[src/pkg/axis_cmp_defs.svh]
// Register offsets, field positions, reset values and timing counts.
`ifndef AXIS_CMP_DEFS_SVH
`define AXIS_CMP_DEFS_SVH
`define OFS_CTRL      8'h00
`define OFS_STATUS    8'h04
`define OFS_CLEAR     8'h08
`define OFS_ENABLE    8'h0c
`define OFS_CMD_POS   8'h10
`define OFS_ACT_POS   8'h14
`define OFS_COMP_UP   8'h18
`define OFS_COMP_LO   8'h1c
`define OFS_JOG_CNT   8'h20
`define OFS_PULSE_REQ 8'h24
`define OFS_PIN_STAT  8'h28
`define CTRL_ENC_MODE  0
`define CTRL_MULT_LSB  1
`define CTRL_JOG_EN    3
`define CTRL_JOG_FIXED 4
`define CTRL_HANDWHEEL 5
`define CTRL_SWLIM_EN  6
`define CTRL_CMP_SEL   7
`define CTRL_INTERP    8
`define CTRL_RESET     32'h0000_0000
`define EV_GE_LO       0
`define EV_LT_LO       1
`define EV_LT_UP       2
`define EV_GE_UP       3
`define EV_CONST_BEG   4
`define EV_CONST_END   5
`define EV_PULSE_DONE  6
`define JOG_CNT_RESET  32'h0000_0001
`define UP_RESET       32'h7fff_ffff
`define LO_RESET       32'h8000_0000
`define PULSE_PERIOD_NS 1000
`endif

[src/pkg/axis_cmp_pkg.sv]
// Types shared by the axis position and compare unit.
package axis_cmp_pkg;
    typedef enum logic [1:0] {MULT_X1, MULT_X2, MULT_X4, MULT_RSV} mult_e;
    typedef struct packed {
        logic a;
        logic b;
        logic index;
    } enc_pins_s;
    typedef struct packed {
        logic plus;
        logic minus;
    } jog_pins_s;
    typedef enum logic [1:0] {SPD_IDLE, SPD_ACCEL, SPD_CONST, SPD_DECEL} spd_e;
    typedef enum logic [1:0] {JOG_IDLE, JOG_RUN, JOG_WAIT} jog_state_e;
endpackage

[src/hdl/axis_position_compare_unit.sv]
// Axis position tracking, compare, jog and interrupt logic with a bus.
`timescale 1ns/1ps
`include "axis_cmp_defs.svh"
module axis_position_compare_unit #(
    parameter int CLK_HZ = 20000000 // System clock rate
) (
    input  wire logic                    clk_i,      // System clock
    input  wire logic                    rst_i,      // Sync reset
    input  wire logic                    wb_cyc_i,   // Bus cycle
    input  wire logic                    wb_stb_i,   // Bus strobe
    input  wire logic                    wb_we_i,    // Write
    input  wire logic [7:0]              wb_adr_i,   // Byte address
    input  wire logic [3:0]              wb_sel_i,   // Byte lanes
    input  wire logic [31:0]             wb_dat_i,   // Write data
    output logic [31:0]                  wb_dat_o,   // Read data
    output logic                         wb_ack_o,   // Acknowledge
    input  wire axis_cmp_pkg::enc_pins_s enc_i,      // Encoder pins
    input  wire axis_cmp_pkg::jog_pins_s jog_i,      // Jog pins
    input  wire axis_cmp_pkg::spd_e      spd_i,      // Profile phase
    input  wire logic                    gen_pulse_i, // Generator pulse
    input  wire logic                    gen_dir_i,  // Generator dir
    input  wire logic                    gen_busy_i, // Move in progress
    output logic                         pulse_o,    // Output pulse
    output logic                         dir_o,      // Output dir
    output logic                         lim_plus_o, // Soft limit +
    output logic                         lim_minus_o, // Soft limit -
    output logic                         irq_o       // Interrupt
);
    import axis_cmp_pkg::*;

    localparam int PULSE_CYC = (`PULSE_PERIOD_NS * (CLK_HZ / 1000000)
                                + 999) / 1000;

    // --------------------------------------------------------------
    // Registers
    // --------------------------------------------------------------
    logic [31:0] ctrl_q, ctrl_d, en_q, en_d, up_q, up_d, lo_q, lo_d;
    logic [31:0] jcnt_q, jcnt_d;
    logic [6:0]  stat_q, stat_d, ev;
    logic signed [31:0] cmd_q, cmd_d, act_q, act_d;
    logic [31:0] rdat_d;
    logic        ack_d;
    logic        enc_step, enc_dir;
    logic        wr, rd_go;
    logic        gen_busy_q, sel_ge_lo_q, sel_ge_up_q;
    spd_e        spd_q;

    function automatic logic [31:0] merge(input logic [31:0] old,
                                          input logic [31:0] nw,
                                          input logic [3:0]  sel);
        logic [31:0] r;
        r = old;
        for (int i = 0; i < 4; i++) begin
            if (sel[i]) begin
                r[i*8 +: 8] = nw[i*8 +: 8];
            end
        end
        return r;
    endfunction

    enc_decoder u_dec (
        .clk_i  (clk_i),
        .rst_i  (rst_i),
        .updn_i (ctrl_q[`CTRL_ENC_MODE]),
        .mult_i (mult_e'(ctrl_q[`CTRL_MULT_LSB +: 2])),
        .pins_i (enc_i),
        .step_o (enc_step),
        .dir_o  (enc_dir)
    );

    // --------------------------------------------------------------
    // Jog and pulse source
    // --------------------------------------------------------------
    jog_state_e js_q, js_d;
    logic [31:0] left_q, left_d;
    logic [15:0] tick_q, tick_d;
    logic        jp_q, jm_q, jdir_q, jdir_d;
    logic        pulse_d, pdir_d, want;
    logic        lim_p, lim_m;
    logic signed [31:0] sel_pos;

    assign sel_pos = ctrl_q[`CTRL_CMP_SEL] ? act_q : cmd_q;
    // Reaching the upper bound or crossing the lower one blocks further motion that way.
    assign lim_p = ctrl_q[`CTRL_SWLIM_EN] && (sel_pos >= $signed(up_q));
    assign lim_m = ctrl_q[`CTRL_SWLIM_EN] && (sel_pos <  $signed(lo_q));

    always_comb begin
        js_d    = js_q;
        left_d  = left_q;
        tick_d  = (tick_q == 16'h0000) ? 16'h0000 : tick_q - 16'h0001;
        jdir_d  = jdir_q;
        pulse_d = 1'b0;
        pdir_d  = dir_o;
        want    = 1'b0;
        if (gen_pulse_i && !(gen_dir_i ? lim_p : lim_m)) begin
            pulse_d = 1'b1;
            pdir_d  = gen_dir_i;
        end else if (ctrl_q[`CTRL_JOG_EN]) begin
            if (ctrl_q[`CTRL_HANDWHEEL]) begin
                // Handwheel: each rising edge is one pulse that way.
                if (jog_i.plus && !jp_q && !lim_p) begin
                    pulse_d = 1'b1;
                    pdir_d  = 1'b1;
                end else if (jog_i.minus && !jm_q && !lim_m) begin
                    pulse_d = 1'b1;
                    pdir_d  = 1'b0;
                end
            end else begin
                case (js_q)
                    JOG_IDLE: begin
                        if ((jog_i.plus && !jp_q) ||
                            (jog_i.minus && !jm_q)) begin
                            js_d   = JOG_RUN;
                            jdir_d = jog_i.plus;
                            left_d = jcnt_q;
                        end
                    end
                    JOG_RUN: begin
                        want = ctrl_q[`CTRL_JOG_FIXED] ? (left_q != 32'h0)
                             : (jdir_q ? jog_i.plus : jog_i.minus);
                        if (!want) begin
                            js_d = JOG_WAIT;
                        end else if (tick_q == 16'h0000 &&
                                     !(jdir_q ? lim_p : lim_m)) begin
                            pulse_d = 1'b1;
                            pdir_d  = jdir_q;
                            tick_d  = 16'(PULSE_CYC - 1);
                            left_d  = left_q - 32'h1;
                        end
                    end
                    JOG_WAIT: begin
                        if (!jog_i.plus && !jog_i.minus) begin
                            js_d = JOG_IDLE;
                        end
                    end
                    default: js_d = JOG_IDLE;
                endcase
            end
        end
    end

    // --------------------------------------------------------------
    // Counters, compare events and bus
    // --------------------------------------------------------------
    assign wr    = wb_cyc_i && wb_stb_i && wb_we_i && !wb_ack_o;
    assign rd_go = wb_cyc_i && wb_stb_i && !wb_ack_o;

    always_comb begin
        cmd_d  = cmd_q;
        act_d  = act_q;
        if (pulse_o) begin
            cmd_d = dir_o ? cmd_q + 32'sd1 : cmd_q - 32'sd1;
        end
        if (enc_step) begin
            act_d = enc_dir ? act_q + 32'sd1 : act_q - 32'sd1;
        end
        ev = 7'h00;
        ev[`EV_GE_LO] = (sel_pos >= $signed(lo_q)) && !sel_ge_lo_q;
        ev[`EV_LT_LO] = (sel_pos <  $signed(lo_q)) &&  sel_ge_lo_q;
        ev[`EV_LT_UP] = (sel_pos <  $signed(up_q)) &&  sel_ge_up_q;
        ev[`EV_GE_UP] = (sel_pos >= $signed(up_q)) && !sel_ge_up_q;
        ev[`EV_CONST_BEG] = spd_i == SPD_CONST && spd_q != SPD_CONST;
        ev[`EV_CONST_END] = spd_i != SPD_CONST && spd_q == SPD_CONST;
        ev[`EV_PULSE_DONE] = gen_busy_q && !gen_busy_i;
        if (ctrl_q[`CTRL_INTERP]) begin
            ev = 7'h00;
        end
        ctrl_d = ctrl_q;
        en_d   = en_q;
        up_d   = up_q;
        lo_d   = lo_q;
        jcnt_d = jcnt_q;
        stat_d = stat_q;
        if (wr && wb_adr_i == `OFS_CLEAR) begin
            stat_d = stat_q & ~wb_dat_i[6:0];
        end
        stat_d = stat_d | ev; // Set wins over a same-cycle clear.
        if (wr) begin
            case (wb_adr_i)
                `OFS_CTRL:      ctrl_d = merge(ctrl_q, wb_dat_i, wb_sel_i);
                `OFS_ENABLE:    en_d   = merge(en_q, wb_dat_i, wb_sel_i);
                `OFS_COMP_UP:   up_d   = merge(up_q, wb_dat_i, wb_sel_i);
                `OFS_COMP_LO:   lo_d   = merge(lo_q, wb_dat_i, wb_sel_i);
                `OFS_JOG_CNT:   jcnt_d = merge(jcnt_q, wb_dat_i, wb_sel_i);
                `OFS_CMD_POS:   cmd_d  = merge(cmd_q, wb_dat_i, wb_sel_i);
                `OFS_ACT_POS:   act_d  = merge(act_q, wb_dat_i, wb_sel_i);
                default:        ctrl_d = ctrl_q;
            endcase
        end
        case (wb_adr_i)
            `OFS_CTRL:     rdat_d = ctrl_q;
            `OFS_STATUS:   rdat_d = {25'h0, stat_q};
            `OFS_ENABLE:   rdat_d = en_q;
            `OFS_CMD_POS:  rdat_d = cmd_q;
            `OFS_ACT_POS:  rdat_d = act_q;
            `OFS_COMP_UP:  rdat_d = up_q;
            `OFS_COMP_LO:  rdat_d = lo_q;
            `OFS_JOG_CNT:  rdat_d = jcnt_q;
            `OFS_PIN_STAT: rdat_d = {27'h0, enc_i, jog_i};
            default:       rdat_d = 32'h0;
        endcase
        if (!rd_go || wb_we_i) begin
            rdat_d = 32'h0;
        end
        ack_d = rd_go;
    end

    always_ff @(posedge clk_i) begin
        if (rst_i) begin
            ctrl_q      <= `CTRL_RESET;
            en_q        <= 32'h0;
            up_q        <= `UP_RESET;
            lo_q        <= `LO_RESET;
            jcnt_q      <= `JOG_CNT_RESET;
            stat_q      <= 7'h00;
            cmd_q       <= 32'sh0;
            act_q       <= 32'sh0;
            wb_dat_o    <= 32'h0;
            wb_ack_o    <= 1'b0;
            js_q        <= JOG_IDLE;
            left_q      <= 32'h0;
            tick_q      <= 16'h0000;
            jp_q        <= 1'b0;
            jm_q        <= 1'b0;
            jdir_q      <= 1'b1;
            pulse_o     <= 1'b0;
            dir_o       <= 1'b1;
            lim_plus_o  <= 1'b0;
            lim_minus_o <= 1'b0;
            irq_o       <= 1'b0;
            gen_busy_q  <= 1'b0;
            sel_ge_lo_q <= 1'b0;
            sel_ge_up_q <= 1'b0;
            spd_q       <= SPD_IDLE;
        end else begin
            ctrl_q      <= ctrl_d;
            en_q        <= en_d;
            up_q        <= up_d;
            lo_q        <= lo_d;
            jcnt_q      <= jcnt_d;
            stat_q      <= stat_d;
            cmd_q       <= cmd_d;
            act_q       <= act_d;
            wb_dat_o    <= rdat_d;
            wb_ack_o    <= ack_d;
            js_q        <= js_d;
            left_q      <= left_d;
            tick_q      <= tick_d;
            jp_q        <= jog_i.plus;
            jm_q        <= jog_i.minus;
            jdir_q      <= jdir_d;
            pulse_o     <= pulse_d;
            dir_o       <= pdir_d;
            lim_plus_o  <= lim_p;
            lim_minus_o <= lim_m;
            irq_o       <= |(stat_d & en_d[6:0]);
            gen_busy_q  <= gen_busy_i;
            sel_ge_lo_q <= sel_pos >= $signed(lo_q);
            sel_ge_up_q <= sel_pos >= $signed(up_q);
            spd_q       <= spd_i;
        end
    end

    // --------------------------------------------------------------
    // Checks
    // --------------------------------------------------------------
    AST_CMD_COUNT: assert property (@(posedge clk_i) disable iff (rst_i)
        (pulse_o && !(wr && wb_adr_i == `OFS_CMD_POS))
        |=> cmd_q == $past(cmd_q) + ($past(dir_o) ? 32'sd1 : -32'sd1))
        else $error("command counter did not follow the pulse");
    AST_ACT_COUNT: assert property (@(posedge clk_i) disable iff (rst_i)
        (enc_step && !(wr && wb_adr_i == `OFS_ACT_POS))
        |=> act_q == $past(act_q) + ($past(enc_dir) ? 32'sd1 : -32'sd1))
        else $error("actual counter did not follow the encoder");
    AST_SOFT_LIMIT: assert property (@(posedge clk_i)
        disable iff (rst_i)
        (gen_pulse_i && gen_dir_i && lim_p) |=> !pulse_o || !dir_o)
        else $error("pulse issued past the upper soft limit");
    AST_GE_LO: assert property (@(posedge clk_i) disable iff (rst_i)
        (ev[`EV_GE_LO]) |=> stat_q[`EV_GE_LO])
        else $error("lower bound reach not latched");
    AST_LT_LO: assert property (@(posedge clk_i) disable iff (rst_i)
        (ev[`EV_LT_LO]) |=> stat_q[`EV_LT_LO])
        else $error("below lower bound not latched");
    AST_LT_UP: assert property (@(posedge clk_i) disable iff (rst_i)
        (ev[`EV_LT_UP]) |=> stat_q[`EV_LT_UP])
        else $error("below upper bound not latched");
    AST_GE_UP: assert property (@(posedge clk_i) disable iff (rst_i)
        (ev[`EV_GE_UP]) |=> stat_q[`EV_GE_UP])
        else $error("upper bound reach not latched");
    AST_DONE: assert property (@(posedge clk_i) disable iff (rst_i)
        ($fell(gen_busy_i) && !ctrl_q[`CTRL_INTERP])
        |=> stat_q[`EV_PULSE_DONE])
        else $error("pulse finish not latched");
    AST_IRQ: assert property (@(posedge clk_i) disable iff (rst_i)
        irq_o == |(stat_q & en_q[6:0]))
        else $error("interrupt does not match enabled status");
    AST_FIXED: assert property (@(posedge clk_i) disable iff (rst_i)
        (js_q == JOG_RUN && ctrl_q[`CTRL_JOG_FIXED] && left_q == 32'h0)
        |=> !pulse_o || $past(gen_pulse_i))
        else $error("fixed jog exceeded preset count");
    COV_IRQ:  cover property (@(posedge clk_i) $rose(irq_o));
    COV_JOG:  cover property (@(posedge clk_i) js_q == JOG_WAIT);
    COV_LIM:  cover property (@(posedge clk_i) lim_p);
endmodule

[src/hdl/enc_decoder.sv]
// Encoder decoder: quadrature x1/x2/x4 or up/down pulse counting.
`timescale 1ns/1ps
module enc_decoder (
    input  wire logic                  clk_i,  // System clock
    input  wire logic                  rst_i,  // Sync reset
    input  wire logic                  updn_i, // 1: up/down pulse pair
    input  wire axis_cmp_pkg::mult_e   mult_i, // Quadrature multiplier
    input  wire axis_cmp_pkg::enc_pins_s pins_i, // Encoder pins
    output logic                       step_o, // One count pulse
    output logic                       dir_o   // 1: count up
);
    import axis_cmp_pkg::*;

    logic a_q, b_q, a_d, b_d;
    logic step_d, dir_d;
    logic a_ed, b_ed;

    // --------------------------------------------------------------
    // Edge decode
    // --------------------------------------------------------------
    always_comb begin
        a_d    = pins_i.a;
        b_d    = pins_i.b;
        a_ed   = a_q ^ pins_i.a;
        b_ed   = b_q ^ pins_i.b;
        step_d = 1'b0;
        dir_d  = 1'b1;
        if (updn_i) begin
            // Up on a rising, down on b rising; both at once cancel.
            if ((pins_i.a & ~a_q) ^ (pins_i.b & ~b_q)) begin
                step_d = 1'b1;
                dir_d  = pins_i.a & ~a_q;
            end
        end else begin
            case (mult_i)
                MULT_X1: begin
                    if (a_ed && pins_i.a) begin
                        step_d = 1'b1;
                        dir_d  = ~pins_i.b;
                    end
                end
                MULT_X2: begin
                    if (a_ed && !b_ed) begin
                        step_d = 1'b1;
                        dir_d  = pins_i.a ^ pins_i.b;
                    end
                end
                MULT_X4: begin
                    if (a_ed ^ b_ed) begin
                        step_d = 1'b1;
                        dir_d  = a_ed ? (pins_i.a ^ pins_i.b)
                                      : ~(pins_i.a ^ pins_i.b);
                    end
                end
                default: step_d = 1'b0;
            endcase
        end
    end

    always_ff @(posedge clk_i) begin
        if (rst_i) begin
            a_q    <= 1'b0;
            b_q    <= 1'b0;
            step_o <= 1'b0;
            dir_o  <= 1'b1;
        end else begin
            a_q    <= a_d;
            b_q    <= b_d;
            step_o <= step_d;
            dir_o  <= dir_d;
        end
    end

    AST_ENC_X1_STEP: assert property (@(posedge clk_i)
        disable iff (rst_i)
        (step_o && !$past(updn_i) && $past(mult_i) == MULT_X1)
        |-> $rose(a_q))
        else $error("x1 count fired on a wrong edge");
endmodule

[config.mk]
export PLATFORM = sky130hd
export DESIGN_NAME = axis_position_compare_unit
export DESIGN_NICKNAME = d
export VERILOG_FILES = /design/src/pkg/axis_cmp_pkg.sv /design/src/hdl/axis_position_compare_unit.sv /design/src/hdl/enc_decoder.sv
export VERILOG_INCLUDE_DIRS = /design/src /design/src/pkg
export SDC_FILE = /design/constraint.sdc
export NUM_CORES = 1
export LEC_CHECK = 0
export BUFFER_PORTS_ARGS = -buffer_cell sky130_fd_sc_hd__buf_2
export CAP_MARGIN = 15
export CORE_MARGIN = 2
export CORE_UTILIZATION = 60
export DETAILED_ROUTE_END_ITERATION = 8
export GPL_TIMING_DRIVEN = 0
export PLACE_DENSITY = 0.78
export SLEW_MARGIN = 30
export SYNTH_ARGS = -nofsm -noshare
export SYNTH_HDL_FRONTEND = slang
export SYNTH_SLANG_ARGS = --single-unit
[constraint.sdc]
create_clock -name clk_i -period 5.45 [get_ports clk_i]
set_clock_uncertainty 0.05 [all_clocks]
set_input_delay 0.8175 -clock clk_i [delete_from_list [all_inputs] [get_ports clk_i]]
set_output_delay 0.8175 -clock clk_i [all_outputs]
set_load 0.03 [all_outputs]
After elaboration in Yosys (flattened, before gate mapping) --
Cells that the tools add are included.
Word-level totals: memories 0, ROM bits 0, bits in writable memories 0, flip-flop bits (word level) 331, output and inout port bits 38, bits in latches 0, input port bits 59
Cells by class: add/subtract/negate cells 6, reductions and logical operators 75, bitwise operators 17, $lt $le $gt $ge 4, shift-type cells 0, equal/unequal tests 31, muxes and demuxes 67, multiply operators 0, divide/modulo/power cells 0
Operator list (count):
- $mux 32 | 12
- $pmux 32 s9 | 1
- $mux 16 | 7
- $add 32x2->32 const B | 2
- $ge 32x32->1 | 2
- $lt 32x32->1 | 2
- $pmux 32 s2 | 1
- $sub 32x2->32 const B | 2
- $reduce_and 3->1 | 20
- $mux 7 | 5
- $eq 8x5->1 const B | 4
- $mux 8 | 4
- $reduce_bool 32->1 | 1
- $sub 32x1->32 const B | 1
- $mux 1 | 31
- $ne 3x3->1 const B | 8
- $logic_and 1x1->1 | 23
- $eq 8x4->1 const B | 2
- $eq 8x6->1 const B | 2
- $logic_not 16->1 | 1
- $sub 16x1->16 const B | 1
- $and 7x7->7 | 2
- $logic_not 1->1 | 14
- $ne 2x2->1 const B | 7
- other kinds (22) | 45

Longest topological paths before layout --
Gate-level depths: netlist of run 1.
word-level depth 12, depth in mapped cells 16, gate-level depth less buffers 12

Modules after synthesis --
Synthesis of run 1 repeated with hierarchy kept, for this count alone.
Unflattened totals: cells, all modules 2459, area total of the unflattened synthesis 19334.8 µm²
By module, submodules not included:
- axis_position_compare_unit | area each 19038.3 µm², cells each 2428, times used 1
- enc_decoder | area each 296.5 µm², cells each 31, times used 1

Worst setup path before layout of run 1 --
No wires, ideal clock.
kind register to register, start point register ctrl_q[7], end point register left_q[30], slack 1091 ps, stages on the path, launching flop included 16, period minus slack after synthesis 4359 ps, data arrival time 4230 ps, buffers on the path 3, setup time 79 ps, cells stage by stage dfxtp_1 -> clkbuf_1 -> clkbuf_1 -> mux2_2 -> ha_1 -> nand4_1 -> nor3_1 -> a22oi_1 -> or4b_1 -> a21oi_1 -> a31oi_1 -> a2111o_1 -> a2111oi_4 -> buf_4 -> a21oi_1 -> a211oi_2
On the way: word-level cells in the longest chain between the ends 8, elaborated cells on any way between the ends 14, classes of those cells order compare: 2; eq/ne: 1; mux: 3; bitwise: 1; reduce/logical: 7
Ends and longest elaborated chain:
- from (decl) | line axis_position_compare_unit.sv:37 | logic [31:0] ctrl_q, ctrl_d, en_q, en_d, up_q, up_d, lo_q, lo_d;
- from (signal assigned) | line axis_position_compare_unit.sv:210 | ctrl_q <= `CTRL_RESET;
- from (signal assigned) | line axis_position_compare_unit.sv:236 | ctrl_q <= ctrl_d;
- $mux 32 * | line axis_position_compare_unit.sv:82 | assign sel_pos = ctrl_q[`CTRL_CMP_SEL] ? act_q : cmd_q;
- $lt 32x32->1 or $ge 32x32->1 (tied branches) | line axis_position_compare_unit.sv:85, axis_position_compare_unit.sv:84
- $logic_and 1x1->1 (on tied branches) | line axis_position_compare_unit.sv:85, axis_position_compare_unit.sv:84
- $mux 1 (on tied branches) | line axis_position_compare_unit.sv:124, axis_position_compare_unit.sv:95
- $logic_not 1->1 (on tied branches) | line axis_position_compare_unit.sv:124, axis_position_compare_unit.sv:95
- $logic_and 1x1->1 (on tied branches) | line axis_position_compare_unit.sv:123, axis_position_compare_unit.sv:95
- $ne 2x2->1 (no source line) or $not 1->1 (tied branches)
- $reduce_and 7->1 (no source line) *
- to (signal assigned) | line axis_position_compare_unit.sv:247 | left_q <= left_d;
- to (decl) | line axis_position_compare_unit.sv:75 | logic [31:0] left_q, left_d;
Mark *: on every way between the ends. The rest lies on a longest branch, timed or not. A chain may end at the register's enable or synchronous reset.

Worst setup path after layout of run 1 --
start point register ctrl_q[7], end point register left_q[18]
The elaborated chain is that of the path after synthesis.

==> results of run 1 <==
sequential cells by signal (all words and copies together), names as in the netlist, 7 cells and up:
name      count
ctrl_q       32
cmd_q        32
tick_q       16
wb_dat_o     32
lo_q         32
act_q        32
left_q       32
stat_q        7
en_q         32
jcnt_q       32
up_q         32
cells in the mapped netlist, drive strengths merged (5+ instances only):
master,instances,area [µm²]
o31ai,8,60.06
clkbuf,128,481.7
buf,20,101.3
a222oi,30,300.3
mux2i,19,190.2
nand4,26,162.7
mux2,32,360.4
a211oi,25,192.7
nand3b,8,60.06
a221oi,17,148.9
a31oi,47,294.0
inv,100,375.4
xnor2,38,332.8
a2111oi,20,193.9
nand2,330,1239
o21bai,7,52.55
dfxtp,331,6626
o21ai,90,450.4
xor2,27,236.5
a22o,12,105.1
nand3,142,710.7
nor4,14,100.1
a21oi,271,1356
or2,6,37.54
nor3,45,225.2
o211ai,45,337.8
and3,15,93.84
a32oi,6,52.55
a21o,43,322.8
nand2b,15,93.84
o22ai,16,100.1
nor2,167,626.9
or3,11,68.82
o32ai,5,43.79
and2,15,93.84
nor2b,22,137.6
a22oi,88,660.6
ha,132,1652
power by group through the flow:
stage	logic [µW]	registers, µW	clock network, µW
after floorplan	535	2600	0
after global placement	742	2630	0
after detailed placement	765	2640	0
after CTS	770	2590	2500
after global routing	864	2590	2610
final	795	2590	2520
cells in the final DEF (no fill, tap or decap), drive strengths merged, types with 6 or more instances in the layout:
| cell | instances |
|---|---|
| a2111oi | 20 |
| a211oi | 25 |
| a21o | 43 |
| a21oi | 271 |
| a221oi | 17 |
| a222oi | 30 |
| a22o | 12 |
| a22oi | 88 |
| a31oi | 47 |
| a32oi | 6 |
| and2 | 15 |
| and3 | 15 |
| buf | 112 |
| clkbuf | 182 |
| clkinv | 7 |
| dfxtp | 331 |
| ha | 132 |
| inv | 101 |
| mux2 | 32 |
| mux2i | 19 |
| nand2 | 330 |
| nand2b | 15 |
| nand3 | 142 |
| nand3b | 8 |
| nand4 | 26 |
| nor2 | 167 |
| nor2b | 22 |
| nor3 | 45 |
| nor4 | 14 |
| o211ai | 45 |
| o21ai | 90 |
| o21bai | 7 |
| o22ai | 16 |
| o31ai | 8 |
| or2 | 6 |
| or3 | 11 |
| xnor2 | 38 |
| xor2 | 27 |
logic make-up (layout without fill, tap and decap cells):
group                      after synthesis  in the layout  share of synthesized area [%]
xor gates and xnor gates                65             65                          2.970
buffers and inverters                  248            405                          4.999
other                                    0              1                              0
AOI/OAI and AO/OA                      768            768                          26.21
muxes                                   51             51                          2.872
DFF                                    331            331                          34.56
and+or+nand+nor                        828            828                          19.56
adders and majority gates              134            134                          8.824
critical path, delay by kind of cell, from the launching register on:
family          cells  cell delay [ns]
compound gates      9             2.55
flops               1             0.30
mux                 1             0.39
simple gates        1             0.64
fa+ha+maj           1             0.30
buf+inv             4             0.95
final cells by class:
| type | count | area, µm² |
|---|---|---|
| antenna | 1 | 2.502 |
| buffer | 148 | 598.1 |
| clock buffer | 54 | 1102 |
| clock inverter | 11 | 96.34 |
| fill | 2775 | 10080 |
| inverter | 100 | 375.4 |
| multi-input combinational | 1846 | 11620 |
| sequential | 331 | 6626 |
| tap | 402 | 503.0 |
| timing repair buffer | 92 | 470.5 |
final timing paths:
| path | startpoint | endpoint | slack (ns) | cells past startpoint |
|---|---|---|---|---|
| worst max-delay path | ctrl_q[7] | left_q[18] | 0.1 | 16 |
| worst min register to register | en_q[11] | en_q[11] | 0.41 | 2 |
| worst min-delay path | en_q[11] | en_q[11] | 0.41 | 2 |
| worst max register to register | ctrl_q[7] | left_q[18] | 0.1 | 16 |
per-stage QoR:
stage	TNS, ns	cell area [µm²]	util (%)	hold WS (ns)	worst slack [ns]
after global placement	-20.42	20110	63.91	0.3915	-0.6860
after CTS	0	21360	67.86	0.4048	0.1648
final	0	21390	67.97	0.4087	0.09994
after global routing	-0.01545	21390	67.96	0.4180	-0.01545
after floorplan	0	19170	-	0.3857	1.091
after detailed placement	-7.309	20140	64.00	0.3969	-0.3094
layer usage:
layer / vias up / global-route usage [%] / part of all wire (%)
li1: 9181 / - / -
met1: 9651 / 57.86 / 38
met2: 1524 / 68.33 / 41
met3: 401 / 10.96 / 12
met4: 4 / 32.26 / 8.5
met5: - / 1.630 / 0.11
timing repair:
action	4_1_cts	5_1_grt
resized for setup	2	5
setup buffers	2	1
pin swaps	1	1
endpoints found under the setup margin	32	34
hold buffers	0	0
==> flow_metrics.env, run 1 <==
export IMPL_cellPowerDensity_nw_per_um2=276.0
export IMPL_fp_dieW_um=182.8
export IMPL_yosys_cell_types_count=73
export IMPL_wl_per_cell_um=26.05
export IMPL_postSynthCellCount=2425
export IMPL_power_switching_fraction_pct=28.27
export IMPL_synth_nets=2618
export IMPL_routabilityCongestion=1.083
export IMPL_drt_iter0_drc=3160
export IMPL_worst_path_largest_cell_delay_ns=0.64
export IMPL_pin_count_of_the_biggest_net_entering_global_routing=32
export IMPL_power_clock_fraction_pct=42.7
export IMPL_final_cell_count_no_fill=2985
export IMPL_die_area_um2=33400
export IMPL_final_nets=2749
export IMPL_worst_ep_required_time_ns=5.80
export IMPL_cp_slowest_cell="or4b_1"
export IMPL_power_combinational_fraction_pct=13.5
export IMPL_antenna_violations_before_repair=2
export IMPL_yosysWarnings=0
export IMPL_status="complete, no violations"
export IMPL_postSynth_topFlopCell="dfxtp_1"
export IMPL_cp_start_kind="flip-flop"
export IMPL_h_tree_level_count=2
export IMPL_worstSkewPairLatency_ns=0.56
export IMPL_cap_viol_max_count=0
export IMPL_clkSlewWorstSetupHoldPaths_ns=0.06
export IMPL_timing_max_slew_rel_slack_pct=34.47
export IMPL_finalHoldViolations=0
export IMPL_ys_seq_area_share_pct=34.56
export IMPL_drive_gt1_share_pct=8.559
export IMPL_num_io_pins=97
export IMPL_actual_transition_at_the_worst_max_transition_pin_ns=0.9770
export IMPL_final_antenna_net_count=0
export IMPL_post_dp_hpwl_mm=58.65
export IMPL_cp_data_arrival_time_ns=5.70
export IMPL_power_frac_seq_pct=43.9
export IMPL_criticalPathCategory="flip-flop to flip-flop"
export IMPL_root_buffer_cell="clkbuf_16"
export IMPL_ys_seq_elements=331
export IMPL_dr_pass1_iterations=9
export IMPL_place_detailed_instances=2916
export IMPL_fp_row_count=65
export IMPL_remaining_drc_errors=0
export IMPL_fraction_of_registers_with_async_set_reset_pct=0
export IMPL_viasPerCell=6.955
export IMPL_finalSetupViolCount=0
export IMPL_power_total_uw=5905
export IMPL_crit_end_category="flip-flop"
export IMPL_synthesis_area_per_instance_um2=7.906
export IMPL_fp_dieH_um=182.8
export IMPL_synth_edf_count=0
export IMPL_grt_overflow_total=0
export IMPL_path_cells="clkbuf_1, clkbuf_4, mux2_2, ha_1, a21oi_1, o21ai_0, a22oi_1, or4b_1, a21oi_1, a31oi_1, a2111o_1, a2111o_1, buf_4, buf_6, o21ai_0, a21oi_1"
export IMPL_fmax_mhz=186.9
export IMPL_timing_final_crit_share_pct=98.17
export IMPL_fin_crit_ns=5.350
export IMPL_cts_made_buffers=37
export IMPL_peakVddDrop_v=0.0003065
export IMPL_worst_path_most_repeated_cell="a21oi_1"
export IMPL_initial_core_util_pct=60.91
export IMPL_number_of_global_route_vias_before_repair=19460
export IMPL_grt_pass1_wl_mm=115.7
export IMPL_post_synth_instance_area_um2=19170
export IMPL_wirelength_mm=77.75
export IMPL_crit_fanout=10
export IMPL_detailroute_via_count=20760
export IMPL_flow_area_growth_from_synthesis_pct=11.59
export IMPL_cts_sinks=331
export IMPL_leakagePower_uw=0.008417
export IMPL_finalMaxSlewViolations=0
export IMPL_cts_max_path_buffers=3
export IMPL_core_area_um2=31470
export IMPL_min_path_type="flip-flop to flip-flop"
export IMPL_port_buffers=88
export IMPL_gr_usage_all_layers_pct=45.69
export IMPL_tritoncts="done"
export IMPL_internal_power_uw=4236
export IMPL_netSwitchingPower_uw=1669
(Power assumes the default switching activity.)
==> inputs of run 2 (changes only) <==
REMOVE_ABC_BUFFERS = 1   (was not set)
==> run 2 against run 1 <==
Power is 0.65% lower. Cell count fell by 4.0%. Final area grew 0.33%. Sequential share of layout area is 0.085 points lower. First-iteration DRC count shrank 13%. Register-to-register slack improved by 0.16 ns. Critical path depth is 3 lower. Critical endpoint unchanged. Largest cell class unchanged. Largest power group unchanged. Highest routed layer is now met4.
==> flow_metrics.env, run 2 (synthesis results as in run 1) <==
export IMPL_fp_row_count=65
export IMPL_initial_core_util_pct=60.91
export IMPL_fp_dieW_um=182.8
export IMPL_antenna_violations_before_repair=0
export IMPL_fmax_mhz=192.7
export IMPL_grt_pass1_wl_mm=97.91
export IMPL_routabilityCongestion=0.9643
export IMPL_actual_transition_at_the_worst_max_transition_pin_ns=0.9023
export IMPL_crit_fanout=28
export IMPL_drt_iter0_drc=2765
export IMPL_worstSkewPairLatency_ns=0.54
export IMPL_viasPerCell=6.797
export IMPL_cp_start_kind="flip-flop"
export IMPL_finalMaxSlewViolations=0
export IMPL_post_route_cell_area_um2=21460
export IMPL_area_taken_by_multi_input_logic_gates_um2=11710
export IMPL_clkSlewWorstSetupHoldPaths_ns=0.06
export IMPL_cellPowerDensity_nw_per_um2=273.3
export IMPL_timing_final_crit_share_pct=95.21
export IMPL_gr_usage_all_layers_pct=36.22
export IMPL_final_nets=2629
export IMPL_criticalPathCategory="flip-flop to flip-flop"
export IMPL_port_buffers=96
export IMPL_setup_repair_after_global_routing_missed_its_margin="false"
export IMPL_fin_crit_ns=5.189
export IMPL_h_tree_level_count=2
export IMPL_cts_sinks=331
export IMPL_cts_post_setup_buffers_inserted=0
export IMPL_commonest_cells_after_routing_fill_and_taps_aside="nand2_1 (330), dfxtp_1 (330), a21oi_1 (271)"
export IMPL_finalSetupViolCount=0
export IMPL_root_buffer_cell="clkbuf_16"
export IMPL_flow_area_growth_from_synthesis_pct=11.96
export IMPL_grt_overflow_total=0
export IMPL_cap_viol_max_count=0
export IMPL_dpl_instance_area_um2=20220
export IMPL_number_of_global_route_vias_before_repair=18450
export IMPL_num_fill_cells=2596
export IMPL_antenna_fix_cells=0
export IMPL_num_io_pins=97
export IMPL_min_path_type="flip-flop to flip-flop"
export IMPL_post_cts_hold_buffer_count=0
export IMPL_cts_max_path_buffers=3
export IMPL_leakagePower_uw=0.008438
export IMPL_cts_made_buffers=37
export IMPL_detailroute_via_count=19470
export IMPL_status="complete, no violations"
export IMPL_final_cell_count_no_fill=2865
export IMPL_die_area_um2=33400
export IMPL_post_dp_hpwl_mm=43.67
export IMPL_hold_worst_slack_ns=0.4026
export IMPL_worst_ep_required_time_ns=5.80
export IMPL_core_area_um2=31470
export IMPL_fp_dieH_um=182.8
export IMPL_wirelength_mm=61.48
export IMPL_crit_end_category="flip-flop"
export IMPL_wl_per_cell_um=21.46
export IMPL_timing_max_slew_rel_slack_pct=39.35
export IMPL_remaining_drc_errors=0
export IMPL_finalHoldViolations=0
export IMPL_dr_pass1_iterations=6
export IMPL_cp_data_arrival_time_ns=5.54
export IMPL_pin_count_of_the_biggest_net_entering_global_routing=103
export IMPL_register_area_um2=6630
export IMPL_place_detailed_instances=2799
export IMPL_peakVddDrop_v=0.0002457
export IMPL_setup_tns_final_ns=0
export IMPL_tritoncts="done"
export IMPL_final_antenna_net_count=0
export IMPL_drive_gt1_share_pct=10.31
-- run 2: cell count changes in the layout (fill, tap and decap cells not counted), moves of 7 or more --
cell,change
clkbuf_1,-122
buf_16,+16
buf_1,-12
clkbuf_2,-7
nor2_4,+7
-- run 2: metrics by stage --
step / power [µW] / utilization (%) / setup WS [ns]
2_1_floorplan: 3098 / - / 0.3064
3_3_place_gp: 3313 / 62.18 / -3.189
3_5_place_dp: 3352 / 64.24 / -0.1542
4_1_cts: 5855 / 68.17 / 0.07104
5_1_grt: 6066 / 68.20 / 0.09345
6_report: 5867 / 68.20 / 0.2611
-- run 2: path summary, 6_finish.rpt --
path / from / endpoint / slack [ns] / cells past startpoint
worst max-delay path: ctrl_q[7] / left_q[18] / 0.26 / 13
worst max register to register: ctrl_q[7] / left_q[18] / 0.26 / 13
worst min register to register: ctrl_q[19] / ctrl_q[19] / 0.40 / 2
worst min-delay path: ctrl_q[19] / ctrl_q[19] / 0.40 / 2
-- run 2: worst max-delay path, stage by stage (launching register included) --
cell,delay [ns]
dfxtp_4,0.55
buf_16,0.22
mux2_2,0.37
ha_1,0.30
nand4_1,0.25
nor4_2,0.57
o21ai_0,0.37
o211ai_1,0.31
a21oi_1,0.18
a31oi_1,0.52
a21oi_1,0.30
a2111o_2,0.64
o21ai_0,0.29
a21oi_1,0.10
-- run 2: layout make-up --
type | count | area share [%]
well taps | 402 | 2.343
clock inverters | 17 | 0.8627
clock buffers | 49 | 4.856
flip-flops and latches | 331 | 30.89
inverters | 100 | 1.760
repair buffers | 120 | 4.745
multi-input cells | 1846 | 54.54
-- run 2: power breakdown --
group / switching, µW / internal [µW] / total, µW
Combinational: 466 / 287 / 752
Clock: 1040 / 1490 / 2540
Sequential: 82.7 / 2490 / 2580
-- run 2: what timing repair did --
action                                  in CTS  in global routing
resized for setup                            2                  2
endpoints found under the setup margin      29                 29
pin swaps                                    0                  0
hold endpoints to repair                     0                  0
-- run 2: layer usage --
layer,up-vias,track usage [%],wire length [µm]
li1,8926,-,-
met1,9188,47.21,24480
met2,1118,59.36,27750
met3,242,5.858,6205
met4,0,16.10,3045
met5,-,0,0
